`src/wtc_pkg.sv`:
```
// Package: register map, field layouts and constants for the watchdog/tick/monitor block
package wtc_pkg;

    typedef logic [7:0] wtc_addr_t;
    typedef logic [7:0] wtc_byte_t;
    typedef logic [2:0] wtc_sel_t;

    // Register byte offsets within the block
    localparam wtc_addr_t ADDR_TICK_CTL = 8'h14;
    localparam wtc_addr_t ADDR_TICK_FLG = 8'h15;
    localparam wtc_addr_t ADDR_WD_CTL = 8'h16;
    localparam wtc_addr_t ADDR_WD_SVC = 8'h17;
    localparam wtc_addr_t ADDR_SLOW_DIV = 8'hE0;

    // Service sequence keys
    localparam wtc_byte_t SVC_KEY_ARM = 8'h55;
    localparam wtc_byte_t SVC_KEY_FIRE = 8'hAA;

    // Bit positions
    localparam int TICK_FLAG_BIT = 7;
    localparam int SLOW_SEL_LSB = 0;

    // Prescaler lengths: normal chain and bypassed chain (in flip-flop stages)
    localparam int PRESCALE_BITS_DEF = 13;
    localparam int BYPASS_BITS = 2;
    // Extra division counters behind the prescaler
    localparam int WD_CNT_W = 10;
    localparam int TICK_CNT_W = 6;

    // Tick control register layout, MSB first
    typedef struct packed {
        logic tick_irq_enable;
        logic stop_in_wait;
        logic stop_in_debug;
        logic unused4;
        logic divider_bypass;
        wtc_sel_t tick_rate_sel;
    } wtc_tick_ctl_t;

    // Watchdog control register layout, MSB first
    typedef struct packed {
        logic monitor_enable;
        logic force_monitor_enable;
        logic force_monitor_reset;
        logic force_watchdog_reset;
        logic reset_disable;
        wtc_sel_t watchdog_rate_sel;
    } wtc_wd_ctl_t;

    // Reset values
    localparam wtc_byte_t TICK_CTL_RST = 8'h00;
    localparam wtc_byte_t WD_CTL_RST = 8'h01;
    localparam wtc_byte_t SLOW_DIV_RST = 8'h00;
    localparam wtc_byte_t ZERO_BYTE = 8'h00;

    // Reset request outputs
    typedef struct packed {
        logic watchdog;
        logic monitor;
    } wtc_rst_req_t;

endpackage

```
`src/wtc_top.sv`:
```
// Watchdog, periodic tick, clock monitor reset control and slow divider register
// Function
// Watchdog timeout from three-bit rate, zero off
// Free-running prescaler gives E over 2^13
// Unserviced watchdog timeout requests system reset
// Service is 0x55 then 0xAA write
// Other accesses allowed between both service writes
// Any other service value resets immediately
// Completed service restarts count; register reads zero
// Tick rate: zero off, else 2^12+code
// Bypass shortens prescaler to divide by four
// Tick flag sets on each tick period
// Writing one clears tick flag
// Interrupt while flag and enable both set
// Stop-in-wait halts tick and watchdog
// Stop-in-debug halts tick and watchdog
// Some fields write-once in normal modes
// Test bits locked in normal modes
// Enabled monitor resets on stalled clock
// Force-monitor-enable keeps monitor on
// Force-monitor-reset resets if monitor enabled
// Force-watchdog-reset resets if watchdog enabled
// Reset-disable blocks all generated resets
// Software drops monitor enable around stop
// Slow divisor is two to field power
// Slow divider acts only in wait mode
`timescale 1ns/1ps
module wtc_top #(
    parameter int PRESCALE_BITS = wtc_pkg::PRESCALE_BITS_DEF
) (
    input wire logic CLK,
    input wire logic RST,
    input wire wtc_pkg::wtc_addr_t ADDR,
    input wire wtc_pkg::wtc_byte_t WDATA,
    input wire logic WR,
    input wire logic RD,
    output wtc_pkg::wtc_byte_t RDATA,
    input wire logic WAIT_MODE,
    input wire logic DEBUG_MODE,
    input wire logic SPECIAL_MODE,
    input wire logic CLK_STALL_IN,
    output logic WDOG_RESET,
    output logic CLKMON_RESET,
    output logic TICK_IRQ,
    output wtc_pkg::wtc_sel_t SLOW_DIV_SEL
);
    import wtc_pkg::*;

    // Mask with the n lowest bits set
    function automatic logic [WD_CNT_W-1:0] low_ones(input int n);
        logic [WD_CNT_W-1:0] m;
        m = '0;
        for (int i = 0; i < WD_CNT_W; i++) begin
            m[i] = (i < n);
        end
        return m;
    endfunction

    // Extra powers of two behind the prescaler per watchdog rate code
    function automatic int wd_extra(input wtc_sel_t code);
        int e;
        e = 0;
        unique case (code)
            3'h1: e = 0;
            3'h2: e = 2;
            3'h3: e = 4;
            3'h4: e = 6;
            3'h5: e = 8;
            3'h6: e = 9;
            3'h7: e = 10;
            3'h0: e = 0;
        endcase
        return e;
    endfunction

    wtc_tick_ctl_t tick_ctl_q;
    wtc_wd_ctl_t wd_ctl_q;
    wtc_sel_t slow_sel_q;
    logic tick_once_q;
    logic wd_once_q;
    logic tick_flag_q;
    logic armed_q;
    logic [PRESCALE_BITS-1:0] pre_q;
    logic [TICK_CNT_W-1:0] tick_cnt_q;
    logic [WD_CNT_W-1:0] wd_cnt_q;
    logic stall_s1_q;
    logic stall_s2_q;
    logic stall_s3_q;
    logic stall_seen_q;
    wtc_rst_req_t rst_q;
    logic irq_q;
    wtc_byte_t rdata_q;

    logic wr_tick_ctl;
    logic wr_tick_flg;
    logic wr_wd_ctl;
    logic wr_wd_svc;
    logic wr_slow;
    logic halted;
    logic base_tick;
    logic tick_evt;
    logic wd_enabled;
    logic wd_timeout;
    logic svc_done;
    logic svc_bad;
    logic mon_active;
    logic [WD_CNT_W-1:0] wd_mask;
    logic [TICK_CNT_W-1:0] tick_mask;
    wtc_tick_ctl_t tick_wr;
    wtc_wd_ctl_t wd_wr;

    assign wr_tick_ctl = WR && (ADDR == ADDR_TICK_CTL);
    assign wr_tick_flg = WR && (ADDR == ADDR_TICK_FLG);
    assign wr_wd_ctl = WR && (ADDR == ADDR_WD_CTL);
    assign wr_wd_svc = WR && (ADDR == ADDR_WD_SVC);
    assign wr_slow = WR && (ADDR == ADDR_SLOW_DIV);
    assign tick_wr = wtc_tick_ctl_t'(WDATA);
    assign wd_wr = wtc_wd_ctl_t'(WDATA);

    // Halt both timers in wait or debug
    assign halted = (tick_ctl_q.stop_in_wait && WAIT_MODE) || (tick_ctl_q.stop_in_debug && DEBUG_MODE);

    // Prescaler terminal count, bypassed to four
    assign base_tick = tick_ctl_q.divider_bypass ? (&pre_q[BYPASS_BITS-1:0]) : (&pre_q);

    // Tick period 2^(12+code) of E
    assign tick_mask = TICK_CNT_W'(low_ones(int'(tick_ctl_q.tick_rate_sel) - 1));
    assign tick_evt = base_tick && !halted && (tick_ctl_q.tick_rate_sel != 3'h0)
        && ((tick_cnt_q & tick_mask) == tick_mask);

    // Watchdog rate selection
    assign wd_enabled = (wd_ctl_q.watchdog_rate_sel != 3'h0);
    assign wd_mask = low_ones(wd_extra(wd_ctl_q.watchdog_rate_sel));
    // Timeout when enabled and counted out
    assign wd_timeout = wd_enabled && base_tick && !halted && ((wd_cnt_q & wd_mask) == wd_mask);

    // Second key after the first completes service
    assign svc_done = wr_wd_svc && (WDATA == SVC_KEY_FIRE) && armed_q;
    // Any other key is a fault
    assign svc_bad = wr_wd_svc && (WDATA != SVC_KEY_ARM) && (WDATA != SVC_KEY_FIRE);

    // Forced enable overrides the plain enable
    assign mon_active = wd_ctl_q.monitor_enable || wd_ctl_q.force_monitor_enable;

    // Free-running prescaler, frozen only by halt
    always_ff @(posedge CLK) begin
        if (RST) begin
            pre_q <= '0;
        end else if (!halted) begin
            // Counts E cycles without restart on service
            pre_q <= pre_q + 1'b1;
        end
    end

    always_ff @(posedge CLK) begin
        if (RST) begin
            tick_cnt_q <= '0;
        end else if (base_tick && !halted) begin
            tick_cnt_q <= tick_cnt_q + 1'b1;
        end
    end

    always_ff @(posedge CLK) begin
        if (RST) begin
            wd_cnt_q <= '0;
        end else if (svc_done) begin
            // Restart count on completed service
            wd_cnt_q <= '0;
        end else if (base_tick && !halted) begin
            wd_cnt_q <= wd_cnt_q + 1'b1;
        end
    end

    // Arm on first key; other accesses leave it armed
    always_ff @(posedge CLK) begin
        if (RST) begin
            armed_q <= 1'b0;
        end else if (wr_wd_svc) begin
            armed_q <= (WDATA == SVC_KEY_ARM);
        end
    end

    // Tick control: enable and rate anytime, stop bits once, bypass special only
    always_ff @(posedge CLK) begin
        if (RST) begin
            tick_ctl_q <= wtc_tick_ctl_t'(TICK_CTL_RST);
            tick_once_q <= 1'b0;
        end else if (wr_tick_ctl) begin
            tick_once_q <= 1'b1;
            tick_ctl_q.tick_irq_enable <= tick_wr.tick_irq_enable;
            tick_ctl_q.tick_rate_sel <= tick_wr.tick_rate_sel;
            // Write-once stop bits in normal modes
            if (SPECIAL_MODE || !tick_once_q) begin
                tick_ctl_q.stop_in_wait <= tick_wr.stop_in_wait;
                tick_ctl_q.stop_in_debug <= tick_wr.stop_in_debug;
            end
            // Bypass writable only in special modes
            if (SPECIAL_MODE) begin
                tick_ctl_q.divider_bypass <= tick_wr.divider_bypass;
            end
        end
    end

    // Watchdog control: monitor enable anytime, others once or special only
    always_ff @(posedge CLK) begin
        if (RST) begin
            wd_ctl_q <= wtc_wd_ctl_t'(WD_CTL_RST);
            wd_once_q <= 1'b0;
        end else if (wr_wd_ctl) begin
            wd_once_q <= 1'b1;
            wd_ctl_q.monitor_enable <= wd_wr.monitor_enable;
            // Forced enable sticks until reset in normal modes
            if (SPECIAL_MODE || !wd_once_q) begin
                wd_ctl_q.force_monitor_enable <= wd_wr.force_monitor_enable;
                wd_ctl_q.watchdog_rate_sel <= wd_wr.watchdog_rate_sel;
            end
            // Test bits writable only in special modes
            if (SPECIAL_MODE) begin
                wd_ctl_q.force_monitor_reset <= wd_wr.force_monitor_reset;
                wd_ctl_q.force_watchdog_reset <= wd_wr.force_watchdog_reset;
                wd_ctl_q.reset_disable <= wd_wr.reset_disable;
            end
        end
    end

    // Slow divisor select, stored freely
    always_ff @(posedge CLK) begin
        if (RST) begin
            slow_sel_q <= SLOW_DIV_RST[2:0];
        end else if (wr_slow) begin
            slow_sel_q <= WDATA[SLOW_SEL_LSB +: 3];
        end
    end

    // Set wins over a clear in the same cycle
    always_ff @(posedge CLK) begin
        if (RST) begin
            tick_flag_q <= 1'b0;
        end else if (tick_evt) begin
            tick_flag_q <= 1'b1;
        end else if (wr_tick_flg && WDATA[TICK_FLAG_BIT]) begin
            tick_flag_q <= 1'b0;
        end
    end

    // Registered interrupt request
    always_ff @(posedge CLK) begin
        if (RST) begin
            irq_q <= 1'b0;
        end else begin
            irq_q <= tick_flag_q && tick_ctl_q.tick_irq_enable;
        end
    end

    // Stall detector output arrives from the self-timed delay cell, not this clock
    always_ff @(posedge CLK) begin
        if (RST) begin
            stall_s1_q <= 1'b0;
            stall_s2_q <= 1'b0;
            stall_s3_q <= 1'b0;
        end else begin
            stall_s1_q <= CLK_STALL_IN;
            stall_s2_q <= stall_s1_q;
            stall_s3_q <= stall_s2_q;
        end
    end

    always_ff @(posedge CLK) begin
        if (RST) begin
            stall_seen_q <= 1'b0;
        end else if (stall_s2_q == stall_s3_q) begin
            stall_seen_q <= stall_s3_q;
        end
    end

    // Reset requests, one flop deep; the system reset clears them
    always_ff @(posedge CLK) begin
        if (RST) begin
            rst_q <= '0;
        end else begin
            // Watchdog reset sources
            rst_q.watchdog <= !wd_ctl_q.reset_disable && (wd_timeout || svc_bad
                || (wd_ctl_q.force_watchdog_reset && wd_enabled));
            // Monitor reset sources
            rst_q.monitor <= !wd_ctl_q.reset_disable && mon_active
                && (stall_seen_q || wd_ctl_q.force_monitor_reset);
        end
    end

    // Read data stands for the one cycle after the strobe
    always_ff @(posedge CLK) begin
        if (RST) begin
            rdata_q <= ZERO_BYTE;
        end else if (RD) begin
            unique case (ADDR)
                ADDR_TICK_CTL: rdata_q <= wtc_byte_t'(tick_ctl_q) & 8'hEF;
                ADDR_TICK_FLG: rdata_q <= {tick_flag_q, 7'h00};
                ADDR_WD_CTL: rdata_q <= wtc_byte_t'(wd_ctl_q);
                // Service register always reads zero
                ADDR_WD_SVC: rdata_q <= ZERO_BYTE;
                ADDR_SLOW_DIV: rdata_q <= {5'h00, slow_sel_q};
                default: rdata_q <= ZERO_BYTE;
            endcase
        end else begin
            rdata_q <= ZERO_BYTE;
        end
    end

    // Divider only acts in wait mode; zero means bypass
    always_ff @(posedge CLK) begin
        if (RST) begin
            SLOW_DIV_SEL <= 3'h0;
        end else begin
            SLOW_DIV_SEL <= WAIT_MODE ? slow_sel_q : 3'h0;
        end
    end

    assign RDATA = rdata_q;
    assign WDOG_RESET = rst_q.watchdog;
    assign CLKMON_RESET = rst_q.monitor;
    assign TICK_IRQ = irq_q;
endmodule

```
`config.mk`:
```
export PLATFORM = sky130hd
export DESIGN_NAME = wtc_top
export DESIGN_NICKNAME = d
export VERILOG_FILES = /design/src/wtc_pkg.sv /design/src/wtc_top.sv
export SDC_FILE = /design/constraint.sdc
export NUM_CORES = 1
export LEC_CHECK = 0
export BUFFER_PORTS_ARGS = -buffer_cell sky130_fd_sc_hd__buf_4
export CAP_MARGIN = 40
export CORE_ASPECT_RATIO = 1.5
export CORE_UTILIZATION = 38
export DETAILED_ROUTE_END_ITERATION = 12
export SETUP_SLACK_MARGIN = 0.4
export SKIP_CTS_REPAIR_TIMING = 1
export SLEW_MARGIN = 25
export SYNTH_ARGS = -nofsm -noshare
export SYNTH_HDL_FRONTEND = slang
export SYNTH_SLANG_ARGS = --single-unit
```
`constraint.sdc`:
```
create_clock -name CLK -period 2.75 [get_ports CLK]
set_input_delay 0.825 -clock CLK [delete_from_list [all_inputs] [get_ports CLK]]
set_output_delay 0.825 -clock CLK [all_outputs]
set_load 0.02 [all_outputs]
```
After elaboration in Yosys (flattened, before gate mapping)
Memories as Yosys holds them, arrays and structs flattened. A register that Yosys moved wholly into a read port is not among the register bits. Cells that the tools add are included.

Flip-flop bits (word level): 69. Latch bits: 0. Memory bits (writable): 0. Memory bits (read-only): 32. Bits of input ports: 24. Output and inout port bits: 14. Word-level logic and storage cells: 117. Memories kept: 1.

Memories: (name not given) (depth 8, width 4, read ports 1, clocked after Yosys merged registers in 1, wr ports 0, RTL line wtc_top.sv:63) `unique case (code)`.

Add/sub/neg operators: 4. Multiply operators: 0. Div/mod/pow operators: 0. $lt $le $gt $ge: 16. Equal/unequal tests: 12. Shift-type cells: 0. Multiplexer cells: 6. Bitwise operators: 4. Reductions and logical operators: 46.

Operators with widths (count): 4-bit by 32-bit less-than comparator with 1-bit output, first input constant (4); 3-bit by 32-bit less-than comparator with 1-bit output, first input constant (2); 5-bit by 32-bit less-than comparator with 1-bit output, first input constant (2); 8-bit by 5-bit == test with 1-bit output, second input constant (4); 1-bit by 32-bit less-than comparator with 1-bit output, first input constant (1); 2-bit by 32-bit less-than comparator with 1-bit output, first input constant (1); 8-bit one-hot mux with 4 select lines (1); 1-bit logical AND (23); 8-bit == test, second input constant (2); 13-bit by 1-bit adder with 13-bit output, second input constant (1); 13-bit AND reduction (1); 10-bit by 1-bit adder with 10-bit output, second input constant (1); 10-bit AND (1); 10-bit == test (1); 2-bit AND reduction (5); 8-bit by 7-bit == test with 1-bit output, second input constant (1); 3-bit by 4-bit less-than comparator with 1-bit output, first input constant (2); 4-bit less-than comparator, first input constant (2); 8-bit by 7-bit inequality test with 1-bit output, second input constant (1); 8-bit inequality test, second input constant (1); 1-bit logical OR (7); 6-bit by 1-bit adder with 6-bit output, second input constant (1); 6-bit AND (1); 6-bit == test (1); other kinds (11) (21).

Longest topological paths before layout
Word-level depth: 8. Depth in mapped cells: 10. Mapped depth without buffers: 8.

Least setup slack after synthesis
No wires, ideal clock.

Path type: input port to flip-flop. From: input ADDR[7]. To: register with a tool-made name. Library setup time: 0.121 ns. Arrival time: 2.527 ns. Required time: 2.629 ns. Setup slack: 0.102 ns. Stages on the path: 6. Path through: nor4b_2 -> o2111ai_2 -> mux2i_1 -> or2_2 -> ha_1 -> mux2_2.

RTL lines: from (decl) (RTL line wtc_top.sv:33) `input wire wtc_pkg::wtc_addr_t ADDR,`.

==> results <==
- The flow ran to the end, and the final reports show no timing, DRC or antenna violations.
- The number of port buffers is 37.
- The remaining antenna violation count is 0.
- For this run, design rule violations remaining after detail routing come to 0.
- The detailed-routed wire length on met3 is 289 um.
- The worst hold path belongs to the class reg -> reg.
- In this run, the number of DRC markers left after iteration 0 of detailed routing was 147.
- Among all flip-flop cells after synthesis, the most frequent one is sky130_fd_sc_hd__dfxtp_1.
- The Yosys step of the flow raised 0 warnings.
- STA classifies the critical path endpoint as a register.
- Measured along the y axis, the die boundary spans 116 um.
- The adder-cell share of the synthesized area is 3.77%.
- The most frequent standard cell in the layout excluding fill and tap cells is sky130_fd_sc_hd__dfxtp_1.
- The clock tree from TritonCTS is built.
- For the final routed database, the setup TNS stands at 0 ns.
- The first global-routing pass estimated 12.9 mm of wire.
- The synthesized netlist cell count is 362.
- The proportion of register bits with asynchronous set or reset after synthesis is 0%.
- In the global route stage, overall resource usage came out at 18.8%.
- The via count of the first global-routing pass was 2,668.
- After detailed routing, the met2 layer carries 4.07 mm of wire.
- Relative to the synthesized area, the layout overhead comes to 23.9%.
- After legalization and detailed placement, the total HPWL measured 5.83 mm.
- For this run, the post-layout net count is 441.
- The required time of the critical path is 2.97 ns.
- Setup repair after global routing left no endpoint under its margin.
- The initial cell density of the core is 39.2%.
- The share of cells above drive strength 1 is 18.2%.
- The post-route worst hold slack is 0.439 ns.
- By area, the combinational part of the netlist is dominated by simple AND/OR/NAND/NOR gates.
- Dividing the detail-routed wire length by the instance count gives 15.1 um.
- In this run the static leakage power is 1.62 nW.
- The unique cell type count in the Yosys netlist is 53.
- The wire length on met1 is 3.17 mm.
- The die is 78.3 um wide.
- Summing the areas of all compound-gate instances in the mapped netlist gives 14.0% of the synthesized area.
- Synthesis produced a netlist with a net count of 396.
- Entering global routing, the biggest net connects 30 pins.
- The number of antenna violations at the first check in global routing came to 0.
- The number of sinks on the clock net is 73.
- In this run, synthesis produced a sequential element count of 73.
- The proportion of synthesized area in mux cells is 6.67%.
- The total global routing overflow is 0.
- The number of placed instances, taps included, is 503.
- The worst register-to-register path has a setup slack of 0.64 ns.
- The tool flagged a number of max-cap violations equal to 0.
- The cell area that synthesis handed to floorplanning was 3320 um^2.
- The signal on the critical path passes through buf_4 > nor4b_4 > o2111ai_4 > mux2i_1 > nand2_1 > inv_1 > ha_1 > mux2_2.
- Leaving out fill and tap cells, the most frequent cells in the layout are sky130_fd_sc_hd__dfxtp_1, sky130_fd_sc_hd__nor2_1, sky130_fd_sc_hd__buf_4.
- The routed layout has 2,756 vias.
- In this run the deepest clock path goes through 2 buffers.
- Row generation in the floorplan step produced 41 rows.
- The uppermost layer routed is met4.
- The xor-xnor portion of the synthesized cell area is 5.81%.
- The critical-path maximum fanout is 5.
- Setup violations remaining at the end of the flow were counted as 0.
- The post-route clock period utilization is 79.0%.
- The utilization of the core after routing is 48.6%.
- Wires add up to 7.84 mm.
- Clock skew on the completed layout was measured at 0.00686 ns.
- The total core area is 8460 um^2.
- The basic-gate share of the synthesized area counting and, or, nand and nor cells is 22.4%.
- The clock-pin slew of the registers on the worst-case setup and hold paths is 0.06 ns.
- The finished layout holds 519 standard cells, fillers aside.
- TritonCTS created 9 clock buffers.
- The number of enable-type register cells in the synthesized netlist is 0.
- The die covers 9120 um^2.
- The maximum level of the CTS H-tree is 3.
- The element type at the critical path start is an input pin.
- After synthesis, the mean cell area works out to 9.17 um^2.
- The number of search-and-repair iterations in the first detailed-routing pass is 4.
- The final antenna diode count is 0.
- The timing-limited maximum frequency is 460 MHz.
- For this design the ratio of total power to cell area is 613 nW/um^2.
- The global placement routability congestion is 0.907.
- The clock latency on the worst-skew pair is 0.34 ns.
- The fraction of the yosys area taken by sequential cells is 44.0%.
- The worst setup path is of the in -> reg kind.
- The final hold violation count came to 0.
- At the pin with the least slew margin, the transition time is 0.699 ns.
- At the worst endpoint, the arrival time is 2.40 ns.
- Total power for the finished layout comes to 0.00252 W.
- The routed design could run at a clock period as short as 2.17 ns.
- The slowest stage of the critical path belongs to the cell sky130_fd_sc_hd__nor4b_4.
- In this run the count of I/O pins placed on the die edge is 38.
- VDD sags by at most 0.467 mV.
- Measured against its own limit, the worst slew margin works out to 53.0%.
- The number of max-slew violations in the final report is 0.
- The clock tree root driver cell is sky130_fd_sc_hd__clkbuf_16.
- The worst stage delay on the critical path is 0.34 ns.
- After detailed routing, the number of vias per cell comes to 5.31.
-- worst paths after layout --
check,start,to,depth (start not counted)
max,ADDR[3],register,8
min,stall_s1_q,stall_s2_q,1
max reg2reg,pre_q[0],wd_cnt_q[1],6
min reg2reg,stall_s1_q,stall_s2_q,1
-- stage by stage --
step,setup slack (ns),instance area (um^2)
after floorplan,0.336,3340
after global placement,0.298,3760
after detailed placement,0.241,3760
after CTS,0.590,4110
after global routing,0.491,4110
final,0.578,4110
-- state kept, by name, indices dropped and copies added, names as in the netlist, named ones only --
| signal | flops |
|---|---|
| pre_q | 13 |
| wd_cnt_q | 10 |
| RDATA | 8 |
| wd_ctl_q | 8 |
| tick_ctl_q | 7 |
| tick_cnt_q | 6 |
| SLOW_DIV_SEL | 3 |
| slow_sel_q | 3 |
| CLKMON_RESET | 1 |
| TICK_IRQ | 1 |
| WDOG_RESET | 1 |
| armed_q | 1 |
| stall_s1_q | 1 |
| stall_s2_q | 1 |
| stall_s3_q | 1 |
| stall_seen_q | 1 |
| tick_flag_q | 1 |
| tick_once_q | 1 |
| wd_mask | 1 |
| wd_once_q | 1 |
-- critical path, delay by kind of cell --
| family | cells | cell delay [ns] |
|---|---|---|
| AND/OR/NAND/NOR | 2 | 0.48 |
| multiplexers | 2 | 0.45 |
| AO/OA/AOI/OAI | 1 | 0.22 |
| buffers and inverters | 2 | 0.21 |
| adder cells (fa/ha/maj) | 1 | 0.20 |
-- cells in the mapped netlist (3+ instances only) --
| master | count | area share, % |
|---|---|---|
| sky130_fd_sc_hd__a22oi_1 | 7 | 1.6 |
| sky130_fd_sc_hd__xnor2_1 | 13 | 3.4 |
| sky130_fd_sc_hd__nor2_1 | 53 | 6.0 |
| sky130_fd_sc_hd__or3_1 | 4 | 0.75 |
| sky130_fd_sc_hd__o21ai_0 | 10 | 1.5 |
| sky130_fd_sc_hd__nor3_1 | 6 | 0.91 |
| sky130_fd_sc_hd__a21oi_1 | 20 | 3.0 |
| sky130_fd_sc_hd__a211oi_1 | 4 | 0.91 |
| sky130_fd_sc_hd__nand2_1 | 23 | 2.6 |
| sky130_fd_sc_hd__mux2i_1 | 21 | 6.3 |
| sky130_fd_sc_hd__inv_1 | 16 | 1.8 |
| sky130_fd_sc_hd__ha_1 | 10 | 3.8 |
| sky130_fd_sc_hd__xor2_1 | 9 | 2.4 |
| sky130_fd_sc_hd__o211ai_1 | 6 | 1.4 |
| sky130_fd_sc_hd__and3_1 | 5 | 0.94 |
| sky130_fd_sc_hd__dfxtp_1 | 73 | 44 |
| sky130_fd_sc_hd__nor2b_1 | 8 | 1.5 |
| sky130_fd_sc_hd__and2_1 | 3 | 0.57 |
| sky130_fd_sc_hd__o22ai_1 | 3 | 0.57 |
| sky130_fd_sc_hd__nand3_1 | 11 | 1.7 |
| sky130_fd_sc_hd__clkbuf_1 | 8 | 0.91 |
| sky130_fd_sc_hd__nand4_1 | 10 | 1.9 |
-- where the power goes --
| part | internal, W | total [W] | switching (W) |
|---|---|---|---|
| combinational | 0.0000409 | 0.0000928 | 0.0000519 |
| clock | 0.000893 | 0.00136 | 0.000465 |
| sequential | 0.00106 | 0.00107 | 0.00000510 |
-- cells by family (layout without fill, tap and decap cells) --
logic type	Yosys count	in the layout
xor gates and xnor gates	22	22
and+or+nand+nor	143	143
DFF	73	73
muxes	22	22
buffers and inverters	27	77
adders and majority gates	10	10
AOI/OAI and AO/OA	65	65
-- area by class of cell --
class / count / area (um^2)
Sequential cell: 73 / 1460
Tap cell: 107 / 134
Clock inverter: 7 / 124
Inverter: 16 / 60.1
Multi-Input combinational cell: 262 / 1770
Timing Repair Buffer: 45 / 338
Fill cell: 845 / 4350
Clock buffer: 9 / 225
-- layer usage --
metal  vias up  GRT usage [%]
li1       1375              -
met5         -              0
met3        20           4.06
met4         0           12.3
met2        66           32.6
met1      1295           20.8
Power figures use the tool's default switching activity.
